[src/inc/pcld_pkg.sv]
// Purpose: Shared constants for the progress code LED decoder
// Assumes: One system clock, synchronous active-high reset
// Notes:   Code byte is split into a red (upper) and green (lower) nibble

// ****************************************
// Package
// ****************************************
package pcld_pkg;
  localparam int          PCLD_CODE_W     = 8;
  localparam int          PCLD_LED_N      = 4;
  localparam int          PCLD_RED_LSB    = 4;
  localparam int          PCLD_GREEN_LSB  = 0;
  localparam logic [7:0]  PCLD_CODE_RST   = 8'h00;
  localparam logic [3:0]  PCLD_LED_OFF    = 4'h0;
endpackage

[src/verilog/pcld_code_hold.sv]
// Purpose: Holds the last progress byte written by the host
// Assumes: Write strobe and data come from logic on mclk_in
// Notes:   Held value comes straight out of a register

`timescale 1ns/1ps
`default_nettype none

// ****************************************
// Code holding register
// ****************************************
module pcld_code_hold
  import pcld_pkg::*;
#(
  parameter int W = PCLD_CODE_W
) (
  input  wire logic         mclk_in,
  input  wire logic         srst_in,
  input  wire logic         wr_in,
  input  wire logic [W-1:0] data_in,
  output logic      [W-1:0] code_out
);

  logic [W-1:0] code_reg;
  logic [W-1:0] code_next;

  // Next value: new byte on strobe, else keep last one
  always_comb begin
    code_next = code_reg;
    if (wr_in) begin
      code_next = data_in; // [RQ6] [RQ7]
    end
  end

  // Register, cleared on reset
  always_ff @(posedge mclk_in) begin
    if (srst_in) begin
      code_reg <= W'(PCLD_CODE_RST); // [RQ7]
    end else begin
      code_reg <= code_next;
    end
  end

  assign code_out = code_reg;

endmodule

`default_nettype wire

[src/verilog/pcld_decoder.sv]
// Purpose: Shows an 8-bit boot progress code on four two-colour LEDs
// Assumes: Host writes one byte per stage with a one-cycle strobe on mclk_in
// Notes:   Index 3 of each LED bus is the weight 8h position, index 0 weight 1h
//          Amber is shown as red and green lit together, off as both dark
//          LEDs trail the held code by one register stage
//          Every output comes straight from a register
//
// Notes on behaviour
// RQ1: Each LED position lights red when its upper-nibble bit is one.
// RQ2: Each LED position lights green when its lower-nibble bit is one.
// RQ3: With both bits one, red and green light together to show amber.
// RQ4: With both bits zero, the position stays dark.
// RQ5: Positions are ordered by weight, 8h most significant down to 1h least.
// RQ6: The host writes a byte per stage and the last byte written stays shown.
// RQ7: The byte comes in by a single write strobe and resets to zero, all dark.

`timescale 1ns/1ps
`default_nettype none

// ****************************************
// Top module
// ****************************************
module pcld_decoder
  import pcld_pkg::*;
#(
  parameter int N = PCLD_LED_N
) (
  input  wire logic                   mclk_in,
  input  wire logic                   srst_in,
  input  wire logic                   code_wr_in,
  input  wire logic [PCLD_CODE_W-1:0] code_in,
  output logic      [N-1:0]           led_red_out,
  output logic      [N-1:0]           led_green_out,
  output logic      [PCLD_CODE_W-1:0] code_out
);

  // Held code and LED drive state
  logic [PCLD_CODE_W-1:0] held;
  logic [N-1:0]           red_reg;
  logic [N-1:0]           red_next;
  logic [N-1:0]           green_reg;
  logic [N-1:0]           green_next;

  // Holding register for the latest code
  pcld_code_hold #(
    .W        (PCLD_CODE_W)
  ) u_hold (
    .mclk_in  (mclk_in),
    .srst_in  (srst_in),
    .wr_in    (code_wr_in),
    .data_in  (code_in),
    .code_out (held)
  );

  // Per-position colour decode, same bit weight in both nibbles
  generate
    for (genvar i = 0; i < N; i++) begin : g_pos
      always_comb begin
        red_next[i]   = held[PCLD_RED_LSB + i];   // [RQ1] [RQ3] [RQ4] [RQ5]
        green_next[i] = held[PCLD_GREEN_LSB + i]; // [RQ2] [RQ3] [RQ4] [RQ5]
      end
    end
  endgenerate

  // LED drive registers
  always_ff @(posedge mclk_in) begin
    if (srst_in) begin
      red_reg   <= N'(PCLD_LED_OFF); // [RQ7]
      green_reg <= N'(PCLD_LED_OFF); // [RQ7]
    end else begin
      red_reg   <= red_next;
      green_reg <= green_next;
    end
  end

  // Outputs straight from registers
  assign led_red_out   = red_reg;
  assign led_green_out = green_reg;
  assign code_out      = held;

  // ****************************************
  // Assertions
  // ****************************************
  red_follow_a: assert property (@(posedge mclk_in) disable iff (srst_in) // [RQ1]
    code_wr_in ##2 1 |-> led_red_out == $past(code_in[7:4], 2))
    else $error("red LEDs do not follow upper nibble");

  green_follow_a: assert property (@(posedge mclk_in) disable iff (srst_in) // [RQ2]
    code_wr_in ##2 1 |-> led_green_out == $past(code_in[3:0], 2))
    else $error("green LEDs do not follow lower nibble");

  amber_pos_a: assert property (@(posedge mclk_in) disable iff (srst_in) // [RQ3]
    (code_wr_in && code_in[7] && code_in[3]) |-> ##2 (led_red_out[3] && led_green_out[3]))
    else $error("top position not amber");

  dark_pos_a: assert property (@(posedge mclk_in) disable iff (srst_in) // [RQ4]
    (code_wr_in && !code_in[4] && !code_in[0]) |-> ##2 (!led_red_out[0] && !led_green_out[0]))
    else $error("bottom position not dark");

  weight_order_a: assert property (@(posedge mclk_in) disable iff (srst_in) // [RQ5]
    (code_wr_in && code_in == 8'h81) |-> ##2 (led_red_out == 4'h8 && led_green_out == 4'h1))
    else $error("LED weight order wrong");

  code_hold_a: assert property (@(posedge mclk_in) disable iff (srst_in) // [RQ6]
    !code_wr_in |=> $stable(code_out))
    else $error("held code changed without write");

  reset_dark_a: assert property (@(posedge mclk_in) // [RQ7]
    srst_in |=> (code_out == 8'h00 && led_red_out == 4'h0 && led_green_out == 4'h0))
    else $error("not dark after reset");

  leds_match_a: assert property (@(posedge mclk_in) disable iff (srst_in) // [RQ6]
    !code_wr_in [*2] |-> {led_red_out, led_green_out} == code_out)
    else $error("LEDs disagree with held code");

  // ****************************************
  // Hold checks
  // ****************************************
  // Held code takes the written byte one edge later
  code_load_a: assert property (@(posedge mclk_in) disable iff (srst_in) // [RQ6]
    code_wr_in |=> code_out == $past(code_in))
    else $error("held code missed a write");

  // Whole byte reaches the LEDs two edges after the write
  byte_show_a: assert property (@(posedge mclk_in) disable iff (srst_in) // [RQ5]
    code_wr_in |-> ##2 ({led_red_out, led_green_out} == $past(code_in, 2)))
    else $error("LED pair does not show written byte");

  // LEDs stay put while no write comes in
  led_hold_a: assert property (@(posedge mclk_in) disable iff (srst_in) // [RQ6]
    !code_wr_in [*2] |=> ($stable(led_red_out) && $stable(led_green_out)))
    else $error("LEDs changed without write");

  // Amber positions match the held code once settled
  amber_match_a: assert property (@(posedge mclk_in) disable iff (srst_in) // [RQ3]
    !code_wr_in [*2] |->
      ((led_red_out & led_green_out) == (code_out[PCLD_RED_LSB +: N] & code_out[PCLD_GREEN_LSB +: N])))
    else $error("amber positions disagree with held code");

  // Dark positions match the held code once settled
  dark_match_a: assert property (@(posedge mclk_in) disable iff (srst_in) // [RQ4]
    !code_wr_in [*2] |->
      ((led_red_out | led_green_out) == (code_out[PCLD_RED_LSB +: N] | code_out[PCLD_GREEN_LSB +: N])))
    else $error("dark positions disagree with held code");

  // ****************************************
  // Reset checks
  // ****************************************
  // Held code cleared by reset
  code_reset_a: assert property (@(posedge mclk_in) // [RQ7]
    srst_in |=> code_out == PCLD_CODE_RST)
    else $error("held code not cleared by reset");

  // Red elements dark after reset
  red_reset_a: assert property (@(posedge mclk_in) // [RQ7]
    srst_in |=> led_red_out == N'(PCLD_LED_OFF))
    else $error("red elements lit after reset");

  // Green elements dark after reset
  green_reset_a: assert property (@(posedge mclk_in) // [RQ7]
    srst_in |=> led_green_out == N'(PCLD_LED_OFF))
    else $error("green elements lit after reset");

  // Write during reset is dropped
  reset_write_a: assert property (@(posedge mclk_in) // [RQ7]
    (srst_in && code_wr_in) |=> code_out == PCLD_CODE_RST)
    else $error("write taken during reset");

  // Long reset keeps every position dark
  reset_hold_a: assert property (@(posedge mclk_in) // [RQ7]
    srst_in [*2] |-> (led_red_out == N'(PCLD_LED_OFF) && led_green_out == N'(PCLD_LED_OFF)))
    else $error("positions lit during reset");

  // ****************************************
  // Per-position checks
  // ****************************************
  // Each position checked by itself, weight 1h at index 0 up to 8h at index N-1
  generate
    for (genvar p = 0; p < N; p++) begin : g_chk
      // Red element follows its upper-nibble bit
      pos_red_a: assert property (@(posedge mclk_in) disable iff (srst_in) // [RQ1]
        code_wr_in |-> ##2 (led_red_out[p] == $past(code_in[PCLD_RED_LSB + p], 2)))
        else $error("red element wrong at one position");

      // Green element follows its lower-nibble bit
      pos_green_a: assert property (@(posedge mclk_in) disable iff (srst_in) // [RQ2]
        code_wr_in |-> ##2 (led_green_out[p] == $past(code_in[PCLD_GREEN_LSB + p], 2)))
        else $error("green element wrong at one position");

      // Both bits one give amber
      pos_amber_a: assert property (@(posedge mclk_in) disable iff (srst_in) // [RQ3]
        (code_wr_in && code_in[PCLD_RED_LSB + p] && code_in[PCLD_GREEN_LSB + p]) |-> ##2 (led_red_out[p] && led_green_out[p]))
        else $error("position not amber");

      // Both bits zero leave the position dark
      pos_dark_a: assert property (@(posedge mclk_in) disable iff (srst_in) // [RQ4]
        (code_wr_in && !code_in[PCLD_RED_LSB + p] && !code_in[PCLD_GREEN_LSB + p]) |-> ##2 (!led_red_out[p] && !led_green_out[p]))
        else $error("position not dark");

      // Upper bit alone gives red only
      pos_red_only_a: assert property (@(posedge mclk_in) disable iff (srst_in) // [RQ1]
        (code_wr_in && code_in[PCLD_RED_LSB + p] && !code_in[PCLD_GREEN_LSB + p]) |-> ##2 (led_red_out[p] && !led_green_out[p]))
        else $error("position not red only");

      // Lower bit alone gives green only
      pos_green_only_a: assert property (@(posedge mclk_in) disable iff (srst_in) // [RQ2]
        (code_wr_in && !code_in[PCLD_RED_LSB + p] && code_in[PCLD_GREEN_LSB + p]) |-> ##2 (!led_red_out[p] && led_green_out[p]))
        else $error("position not green only");

      // Position stays put while no write comes in
      pos_stable_a: assert property (@(posedge mclk_in) disable iff (srst_in) // [RQ6]
        !code_wr_in [*2] |=> ($stable(led_red_out[p]) && $stable(led_green_out[p])))
        else $error("position changed without write");
    end
  endgenerate

endmodule

`default_nettype wire

[config.mk]
export PLATFORM = sky130hd
export DESIGN_NAME = pcld_decoder
export DESIGN_NICKNAME = d
export VERILOG_FILES = /design/src/inc/pcld_pkg.sv /design/src/verilog/pcld_code_hold.sv /design/src/verilog/pcld_decoder.sv
export SDC_FILE = /design/constraint.sdc
export NUM_CORES = 1
export LEC_CHECK = 0
export BUFFER_PORTS_ARGS = -buffer_cell sky130_fd_sc_hd__buf_2
export CORE_AREA = 2 2 39 41
export DETAILED_ROUTE_END_ITERATION = 10
export DIE_AREA = 0 0 41 43
export PLACE_DENSITY = 0.73
export SLEW_MARGIN = 20
export SYNTH_ARGS = -nofsm -noshare
export SYNTH_HDL_FRONTEND = slang
export SYNTH_HIERARCHICAL = 1
export SYNTH_SLANG_ARGS = --single-unit
[constraint.sdc]
create_clock -name mclk_in -period 1 [get_ports mclk_in]
set_clock_uncertainty 0.2 [all_clocks]
set_input_delay 0.2 -clock mclk_in [delete_from_list [all_inputs] [get_ports mclk_in]]
set_output_delay 0.2 -clock mclk_in [all_outputs]
set_load 0.05 [all_outputs]
==> results of run 1 <==
routing by layer:
metal | part of all wire, % | track usage [%] | up-vias
li1 | - | - | 205
met1 | 36 | 14.1 | 167
met2 | 58 | 23.4 | 17
met3 | 5.7 | 4.71 | 0
met4 | 0 | 8.00 | 0
met5 | 0 | 0 | -
flip-flops by register name (all words and copies together), names as in the netlist:
signal and count:
led_green_out 4, u_hold/code_out 8, led_red_out 4
power by group:
group | leakage [nW] | total, mW | switching, mW | internal [mW]
clock | 0.0210 | 0.409 | 0.188 | 0.221
sequential | 0.138 | 0.701 | 0.0262 | 0.675
combinational | 0.276 | 0.309 | 0.165 | 0.144
total | 0.435 | 1.42 | 0.379 | 1.04
final cells by class:
type / instances / area share (%)
clock buffers: 4 / 3.98
multi-input cells: 24 / 17.6
flip-flops and latches: 16 / 37.4
well taps: 16 / 2.20
repair buffers: 34 / 38.9
logic make-up after synthesis:
group,after synthesis
multiplexers,8
flip-flops,16
buffers and inverters,2
AND/OR/NAND/NOR,16
cell usage in the layout (no fill, tap or decap), drive strengths merged:
cell	instances
buf	34
dfxtp	16
nor2b	8
clkbuf	4
nor2	8
mux2i	8
worst reg2reg max path: stages, from the launching register on:
cell and delay, ns:
dfxtp_2 0.34, buf_4 0.13, mux2i_1 0.14, nor2_1 0.07
Yosys cell counts:
cell type	number	area, sq um
buf_1	1	3.75
buf_6	1	11.3
dfxtp_1	16	320
mux2i_1	8	80.1
nor2_1	8	30.0
nor2b_1	8	50.1
final timing paths:
kind                 startpoint                  to  slack [ns]
max          u_hold/code_out[5]         code_out[5]       -0.19
min                  code_in[1]  u_hold/code_out[1]       -0.04
max reg2reg  u_hold/code_out[7]  u_hold/code_out[7]           0
min reg2reg  u_hold/code_out[0]    led_green_out[0]        0.39
what timing repair did:
action | CTS | global route
setup endpoints to repair | 16 | 20
resized for setup | 48 | 9
endpoints found under the hold margin | 8 | 5
pin swaps | 0 | 4
setup buffers | 7 | 1
through the flow:
step | setup TNS, ns | std cells | power, mW | area [sq um]
finish | -2.71 | 94 | 1.42 | 911
detailed placement | -0.262 | 82 | 0.915 | 641
CTS | -2.64 | 93 | 1.40 | 870
global route | -3.40 | 94 | 1.49 | 911
floorplan | 0 | 42 | 0.861 | 505
global placement | -0.124 | 82 | 0.913 | 641
==> flow_metrics.py, run 1 <==
metrics = {
    "critical_path": {
        "critPathMaxStageDelay_ns": 0.36,
        "cp_top_family": "flip-flops",
        "worstPathArrival_ns": 0.79,
        "cpMaxStageDelayCell": "dfxtp_2",
        "path_max_fanout": 2,
        "worstPathRequired_ns": 0.60,
        "crit_buf_inv": 1,
        "rr_worst_depth": 3,
        "cp-end-kind": "output pin",
        "critPathLaunchType": "flip-flop",
        "cp.depth": 1,
        "critical_path_class": "flip-flop to output pin",
        "crit_chain": "buf_8",
    },
    "yosys": {
        "syn_inst": 42,
        "synthXorXnorAreaFrac_pct": 0,
        "synth_cell_type_count": 6,
        "muxShareOfSynthArea_pct": 16.2,
        "synth_top_family_by_area": "multiplexers",
        "synthAdderAreaFrac_pct": 0,
        "synth.ff_latch_count": 16,
        "seq_area_frac_synth_pct": 64.6,
        "synth_nets": 53,
        "ys.warnings.count": 6,
        "synth_area_sq_um": 495,
        "synth_simple_gate_area_share_pct": 16.2,
        "synth_area_per_cell_sq_um": 11.8,
        "synth-compound-area-share_pct": 0,
    },
    "drt": {
        "vias": 389,
        "routed_wirelength_um": 1150,
        "drtIter0Drc": 1,
        "via_per_inst": 4.14,
        "ant_nets": 0,
        "first_pass_iters": 2,
        "route.detailed.drc": 0,
        "wl_per_cell_um": 12.3,
    },
    "cts": {
        "cts_buffer_depth": 2,
        "cts_sinks": 16,
        "cts_tree": "yes",
        "cts-root-buf": "clkbuf_4",
        "cts_buffers": 3,
        "h-tree-depth": 1,
        "clk_pin_slew_ns": 0.09,
        "clk_latency_ns": 0.27,
    },
    "sta": {
        "max_freq_ghz": 0.841,
        "setup_viol": 17,
        "slew_viol_final": 0,
        "post-route-period-util_pct": 119,
        "hold_viol_final": 6,
        "fin_ws_ns": -0.190,
        "maxSlewHeadroom_pct": 81.8,
        "worst_pin_slew_ns": 0.272,
        "period_needed_ns": 1.19,
        "whs_ns": -0.0392,
        "grt_setup_unrepaired": "yes",
    },
    "floorplan": {
        "num_rows": 14,
        "die_w_um": 41,
        "boundaryPins": 27,
        "coreArea_sq_mm": 0.00138,
        "fp.dieH_um": 43,
        "die_area_sq_mm": 0.00176,
        "initial_core_util_pct": 35.8,
    },
    "grt": {
        "antenna_found_initial": 0,
        "grt_max_degree": 17,
        "grt_pass1_vias": 394,
        "track_usage_pct": 14.1,
        "grt-ovfl-total": 0,
        "grt_pass1_wl_um": 1590,
    },
    "placement": {
        "pre_cts_ws_ns": -0.0473,
        "globalplace.congestion": 0.685,
        "port_buffers": 26,
    },
    "final_layout": {
        "areaGrowthSynthToFinish_pct": 83.8,
        "final-seq-area_sq_um": 340,
        "fin_util_pct": 65.8,
        "fillers": 99,
        "multiInputGateArea_sq_um": 160,
        "drive_gt1_share_pct": 69.2,
        "fin_nets": 90,
        "num_antenna_cells": 0,
    },
    "run": {
        "max_cap_violations": 0,
    },
    "power": {
        "power_per_cell_area_mw_per_mm2": 1560,
        "ir_drop_uv": 590,
        "p_leak_nw": 0.435,
    },
    "run_status": {
        "violations": "hold timing, setup timing",
        "status": "finished with violations",
    },
    "min_path": {
        "hold_depth": 3,
        "hp-class": "input port to flip-flop",
    },
}
(Power assumes the default switching activity.)
==> run 2: changes to the inputs <==
CTS_CLUSTER_SIZE = 30   (was unset)
REMOVE_ABC_BUFFERS = 1   (was unset)
==> run 2 against run 1 <==
Against the previous run:
- the run still ends with hold timing, setup timing left
- critical endpoint is now code_out[6]
- largest cell class is now flip-flops and latches
- clock power fell by 22%
- die area did not move
- register-to-register slack better by 0.03 ns
- global-route usage down 0.63 points
- non-clock buffer count down 3
- via count up 4.6%
==> flow_metrics.py, run 2 (same netlist as run 1, synthesis figures left out) <==
metrics = {
    "grt": {
        "grt-ovfl-total": 0,
        "track_usage_pct": 13.4,
        "grt_pass1_vias": 381,
        "antenna_found_initial": 0,
        "grt_pass1_wl_um": 1520,
        "grt_max_degree": 17,
    },
    "final_layout": {
        "final_cell_mix": "16 x dfxtp_2, 13 x buf_8, 10 x buf_2",
        "fillers": 102,
        "final_common_cell": "dfxtp_2",
        "final_cells": 90,
        "largest_register_ffs": 8,
        "num_antenna_cells": 0,
        "fin_nets": 87,
        "areaGrowthSynthToFinish_pct": 73.5,
        "design_area_sq_um": 860,
        "drive_gt1_share_pct": 67.6,
    },
    "drt": {
        "ant_nets": 0,
        "routed_wirelength_um": 1080,
        "wl_per_cell_um": 12.0,
        "first_pass_iters": 2,
        "vias": 407,
        "drtIter0Drc": 4,
        "via_per_inst": 4.52,
        "route.detailed.drc": 0,
    },
    "floorplan": {
        "initial_core_util_pct": 35.8,
        "die_w_um": 41,
        "fp.dieH_um": 43,
        "die_area_sq_mm": 0.00176,
        "boundaryPins": 27,
        "coreArea_sq_mm": 0.00138,
        "num_rows": 14,
    },
    "run_status": {
        "violations": "hold timing, setup timing",
        "status": "finished with violations",
    },
    "critical_path": {
        "crit_start": "u_hold/code_out[6]",
        "worstPathRequired_ns": 0.60,
        "critPathMaxStageDelay_ns": 0.36,
        "critical_path_class": "flip-flop to output pin",
        "critPathLaunchType": "flip-flop",
        "regToRegSetupSlack_ns": 0.03,
        "r2r-start": "u_hold/code_out[1]",
        "rr_worst_depth": 3,
        "worstPathArrival_ns": 0.78,
        "worstSetupEndpoint": "code_out[6]",
        "cp.depth": 1,
        "crit_buf_inv": 1,
        "crit_chain": "buf_8",
        "cp_top_family": "flip-flops",
        "r2r-end": "u_hold/code_out[1]",
        "cp-end-kind": "output pin",
        "cpMaxStageDelayCell": "dfxtp_2",
        "path_max_fanout": 2,
    },
    "sta": {
        "whs_ns": -0.0408,
        "hold_viol_final": 7,
        "period_needed_ns": 1.18,
        "fin_ws_ns": -0.180,
        "worst_pin_slew_ns": 0.261,
        "grt_setup_unrepaired": "yes",
        "slew_viol_final": 0,
        "maxSlewHeadroom_pct": 82.6,
        "setup_viol": 16,
        "post-route-period-util_pct": 118,
        "max_freq_ghz": 0.848,
    },
    "cts": {
        "clk_pin_slew_ns": 0.08,
        "cts-root-buf": "clkbuf_4",
        "clk_latency_ns": 0.27,
        "cts_sinks": 16,
        "cts_buffers": 3,
        "h-tree-depth": 1,
        "cts_tree": "yes",
        "cts_buffer_depth": 2,
    },
    "power": {
        "ir_drop_uv": 688,
        "power_per_cell_area_mw_per_mm2": 1520,
        "p_leak_nw": 0.409,
    },
    "placement": {
        "globalplace.congestion": 0.629,
        "placedInstanceArea_sq_um": 646,
        "place.detailed.hpwl_um": 629,
        "dp.cells": 84,
        "port_buffers": 26,
    },
    "run": {
        "max_cap_violations": 0,
    },
    "min_path": {
        "worstHoldStart": "code_in[3]",
        "hp-class": "input port to flip-flop",
    },
}
## run 2: final cells by class
class	count	area [sq um]	area share (%)
flip-flops and latches	16	340	39.6
repair buffers	31	317	36.8
multi-input cells	24	160	18.6
clock buffers	3	22.5	2.62
well taps	16	20.0	2.33
## run 2: per-layer routing
metal | up-vias | global-route usage, % | wire, um | share of wire, %
met5 | - | 0 | 0 | 0
met4 | 0 | 10.0 | 29 | 2.7
met3 | 4 | 3.14 | 70 | 6.5
met2 | 18 | 23.8 | 584 | 54
met1 | 184 | 11.8 | 400 | 37
li1 | 201 | - | - | -
## run 2: worst min-delay path by stage
stage	endpoint	slack, ns	depth (start not counted)
2_1_floorplan	led_green_out[0]	0.07	1
3_3_place_gp	u_hold/code_out[3]	0.23	3
3_5_place_dp	u_hold/code_out[6]	0.25	3
4_1_cts	u_hold/code_out[3]	-0.04	3
5_1_grt	u_hold/code_out[5]	-0.03	3
6_report	u_hold/code_out[3]	-0.04	3
## run 2: repair_timing
action | CTS | global route
cloned | 0 | 0
resized for setup | 54 | 7
pin swaps | 0 | 2
hold endpoints to repair | 8 | 5
setup endpoints to repair | 16 | 18
setup buffers | 3 | 0
## run 2: per-stage QoR
step                total power [mW]  utilization, %  setup WS (ns)  TNS (ns)
finish                          1.31            62.1         -0.180     -2.61
global route                    1.37            62.1         -0.223     -3.15
CTS                             1.31            60.2         -0.186     -2.70
detailed placement             0.917            46.7        -0.0395    -0.243
global placement               0.914            46.7        -0.0199    -0.124
floorplan                      0.843               -        -0.0938     -1.29
## run 2: report_power, final
| part | internal [mW] | switching [mW] | total [mW] |
|---|---|---|---|
| sequential | 0.675 | 0.0241 | 0.699 |
| combinational | 0.129 | 0.161 | 0.291 |
| clock | 0.139 | 0.178 | 0.317 |
| total | 0.944 | 0.364 | 1.31 |
==> run 3: changes to the inputs <==
BUFFER_PORTS_ARGS = -buffer_cell sky130_fd_sc_hd__buf_4   (was -buffer_cell sky130_fd_sc_hd__buf_2)
==> run 3 against run 2 <==
Against the previous run:
- the flow still finishes with violations (hold timing, setup timing)
- register-to-register slack got worse by 0.09 ns
- sequential share of layout area decreased by 3.4 points
- non-clock buffer count grew 5
- utilization up 5.9 points
- highest routed layer unchanged
- clock-buffer cell count stayed put
- die area unchanged
==> flow_metrics.py, run 3 (same netlist as run 1, synthesis figures left out) <==
metrics = {
    "min_path": {
        "hp-class": "input port to flip-flop",
    },
    "final_layout": {
        "fillers": 93,
        "num_antenna_cells": 0,
        "drive_gt1_share_pct": 69.6,
        "fin_nets": 92,
        "design_area_sq_um": 941,
        "final_common_cell": "buf_4",
        "final_cells": 95,
        "final_cell_mix": "18 x buf_4, 16 x dfxtp_2, 16 x buf_8",
        "fin_util_pct": 68.0,
        "largest_register_ffs": 8,
        "areaGrowthSynthToFinish_pct": 89.9,
    },
    "sta": {
        "period_needed_ns": 1.19,
        "fin_tns_setup_ns": -2.76,
        "grt_setup_unrepaired": "yes",
        "fin_ws_ns": -0.190,
        "slew_viol_final": 0,
        "worst_pin_slew_ns": 0.140,
        "max_freq_ghz": 0.840,
        "maxSlewHeadroom_pct": 90.4,
        "setup_viol": 19,
        "whs_ns": -0.0453,
        "hold_viol_final": 11,
        "post-route-period-util_pct": 119,
    },
    "critical_path": {
        "critPathLaunchType": "flip-flop",
        "cpMaxStageDelayCell": "dfxtp_2",
        "cp-end-kind": "output pin",
        "crit_buf_inv": 1,
        "cp_top_family": "flip-flops",
        "worstPathRequired_ns": 0.60,
        "critPathMaxStageDelay_ns": 0.36,
        "path_max_fanout": 2,
        "worstPathArrival_ns": 0.79,
        "crit_chain": "buf_8",
        "critical_path_class": "flip-flop to output pin",
    },
    "placement": {
        "globalplace.congestion": 0.605,
        "pre_cts_ws_ns": 0.0395,
        "port_buffers": 26,
        "dp.cells": 82,
        "place.detailed.hpwl_um": 655,
        "placedInstanceArea_sq_um": 696,
    },
    "floorplan": {
        "fp.dieH_um": 43,
        "boundaryPins": 27,
        "die_w_um": 41,
        "initial_core_util_pct": 35.8,
        "num_rows": 14,
        "coreArea_sq_mm": 0.00138,
        "die_area_sq_mm": 0.00176,
    },
    "run_status": {
        "violations": "hold timing, setup timing",
        "status": "finished with violations",
    },
    "cts": {
        "clk_pin_slew_ns": 0.09,
        "clk_latency_ns": 0.27,
        "cts_buffer_depth": 2,
        "cts_tree": "yes",
        "cts_sinks": 16,
        "cts_buffers": 3,
        "cts-root-buf": "clkbuf_4",
        "h-tree-depth": 1,
    },
    "grt": {
        "antenna_found_initial": 0,
        "grt_pass1_wl_um": 1810,
        "track_usage_pct": 16.1,
        "grt_pass1_vias": 420,
        "grt-ovfl-total": 0,
        "grt_max_degree": 17,
    },
    "drt": {
        "via_per_inst": 4.31,
        "vias": 409,
        "first_pass_iters": 3,
        "routed_wirelength_um": 1170,
        "drtIter0Drc": 11,
        "wl_per_cell_um": 12.3,
        "route.detailed.drc": 0,
        "ant_nets": 0,
    },
    "power": {
        "p_leak_nw": 0.449,
        "ir_drop_uv": 733,
        "power_per_cell_area_mw_per_mm2": 1440,
        "finalPower_mw": 1.35,
    },
    "run": {
        "max_cap_violations": 0,
    },
}
-- run 3: changes by cell type in the layout (fill, tap and decap cells not counted) --
cell / change
buf_2: -10
buf_6: -1
buf_4: +13
buf_8: +3
-- run 3: path summary, 6_finish.rpt --
path              slack, ns  cells past startpoint          startpoint            endpoint
setup / recovery      -0.19                      1  u_hold/code_out[0]         code_out[0]
hold / removal        -0.05                      3          code_in[4]  u_hold/code_out[4]
setup reg to reg      -0.06                      4  u_hold/code_out[3]  u_hold/code_out[3]
hold reg to reg        0.39                      2  u_hold/code_out[1]    led_green_out[1]
-- run 3: what timing repair did --
item | CTS | global route
setup buffers | 8 | 2
endpoints found under the setup margin | 16 | 17
hold endpoints to repair | 16 | 12
gates cloned | 0 | 0
gates resized for setup | 40 | 10
-- run 3: layout make-up --
cell class	count	area [sq um]	area share, %
clock buffers	3	22.5	2.39
multi-input cells	24	160	17.0
flip-flops and latches	16	340	36.2
well taps	16	20.0	2.13
repair buffers	36	398	42.3
-- run 3: where the power goes --
| part | switching (mW) | total [mW] | internal (mW) |
|---|---|---|---|
| logic | 0.166 | 0.327 | 0.161 |
| clock network | 0.188 | 0.327 | 0.139 |
| registers | 0.0255 | 0.700 | 0.675 |
-- run 3: layer usage --
metal | global-route usage (%) | wire [um] | vias to the layer above
li1 | - | - | 207
met1 | 19.1 | 499 | 184
met2 | 23.1 | 580 | 16
met3 | 4.71 | 69 | 2
met4 | 12.0 | 19 | 0
met5 | 0 | 0 | -
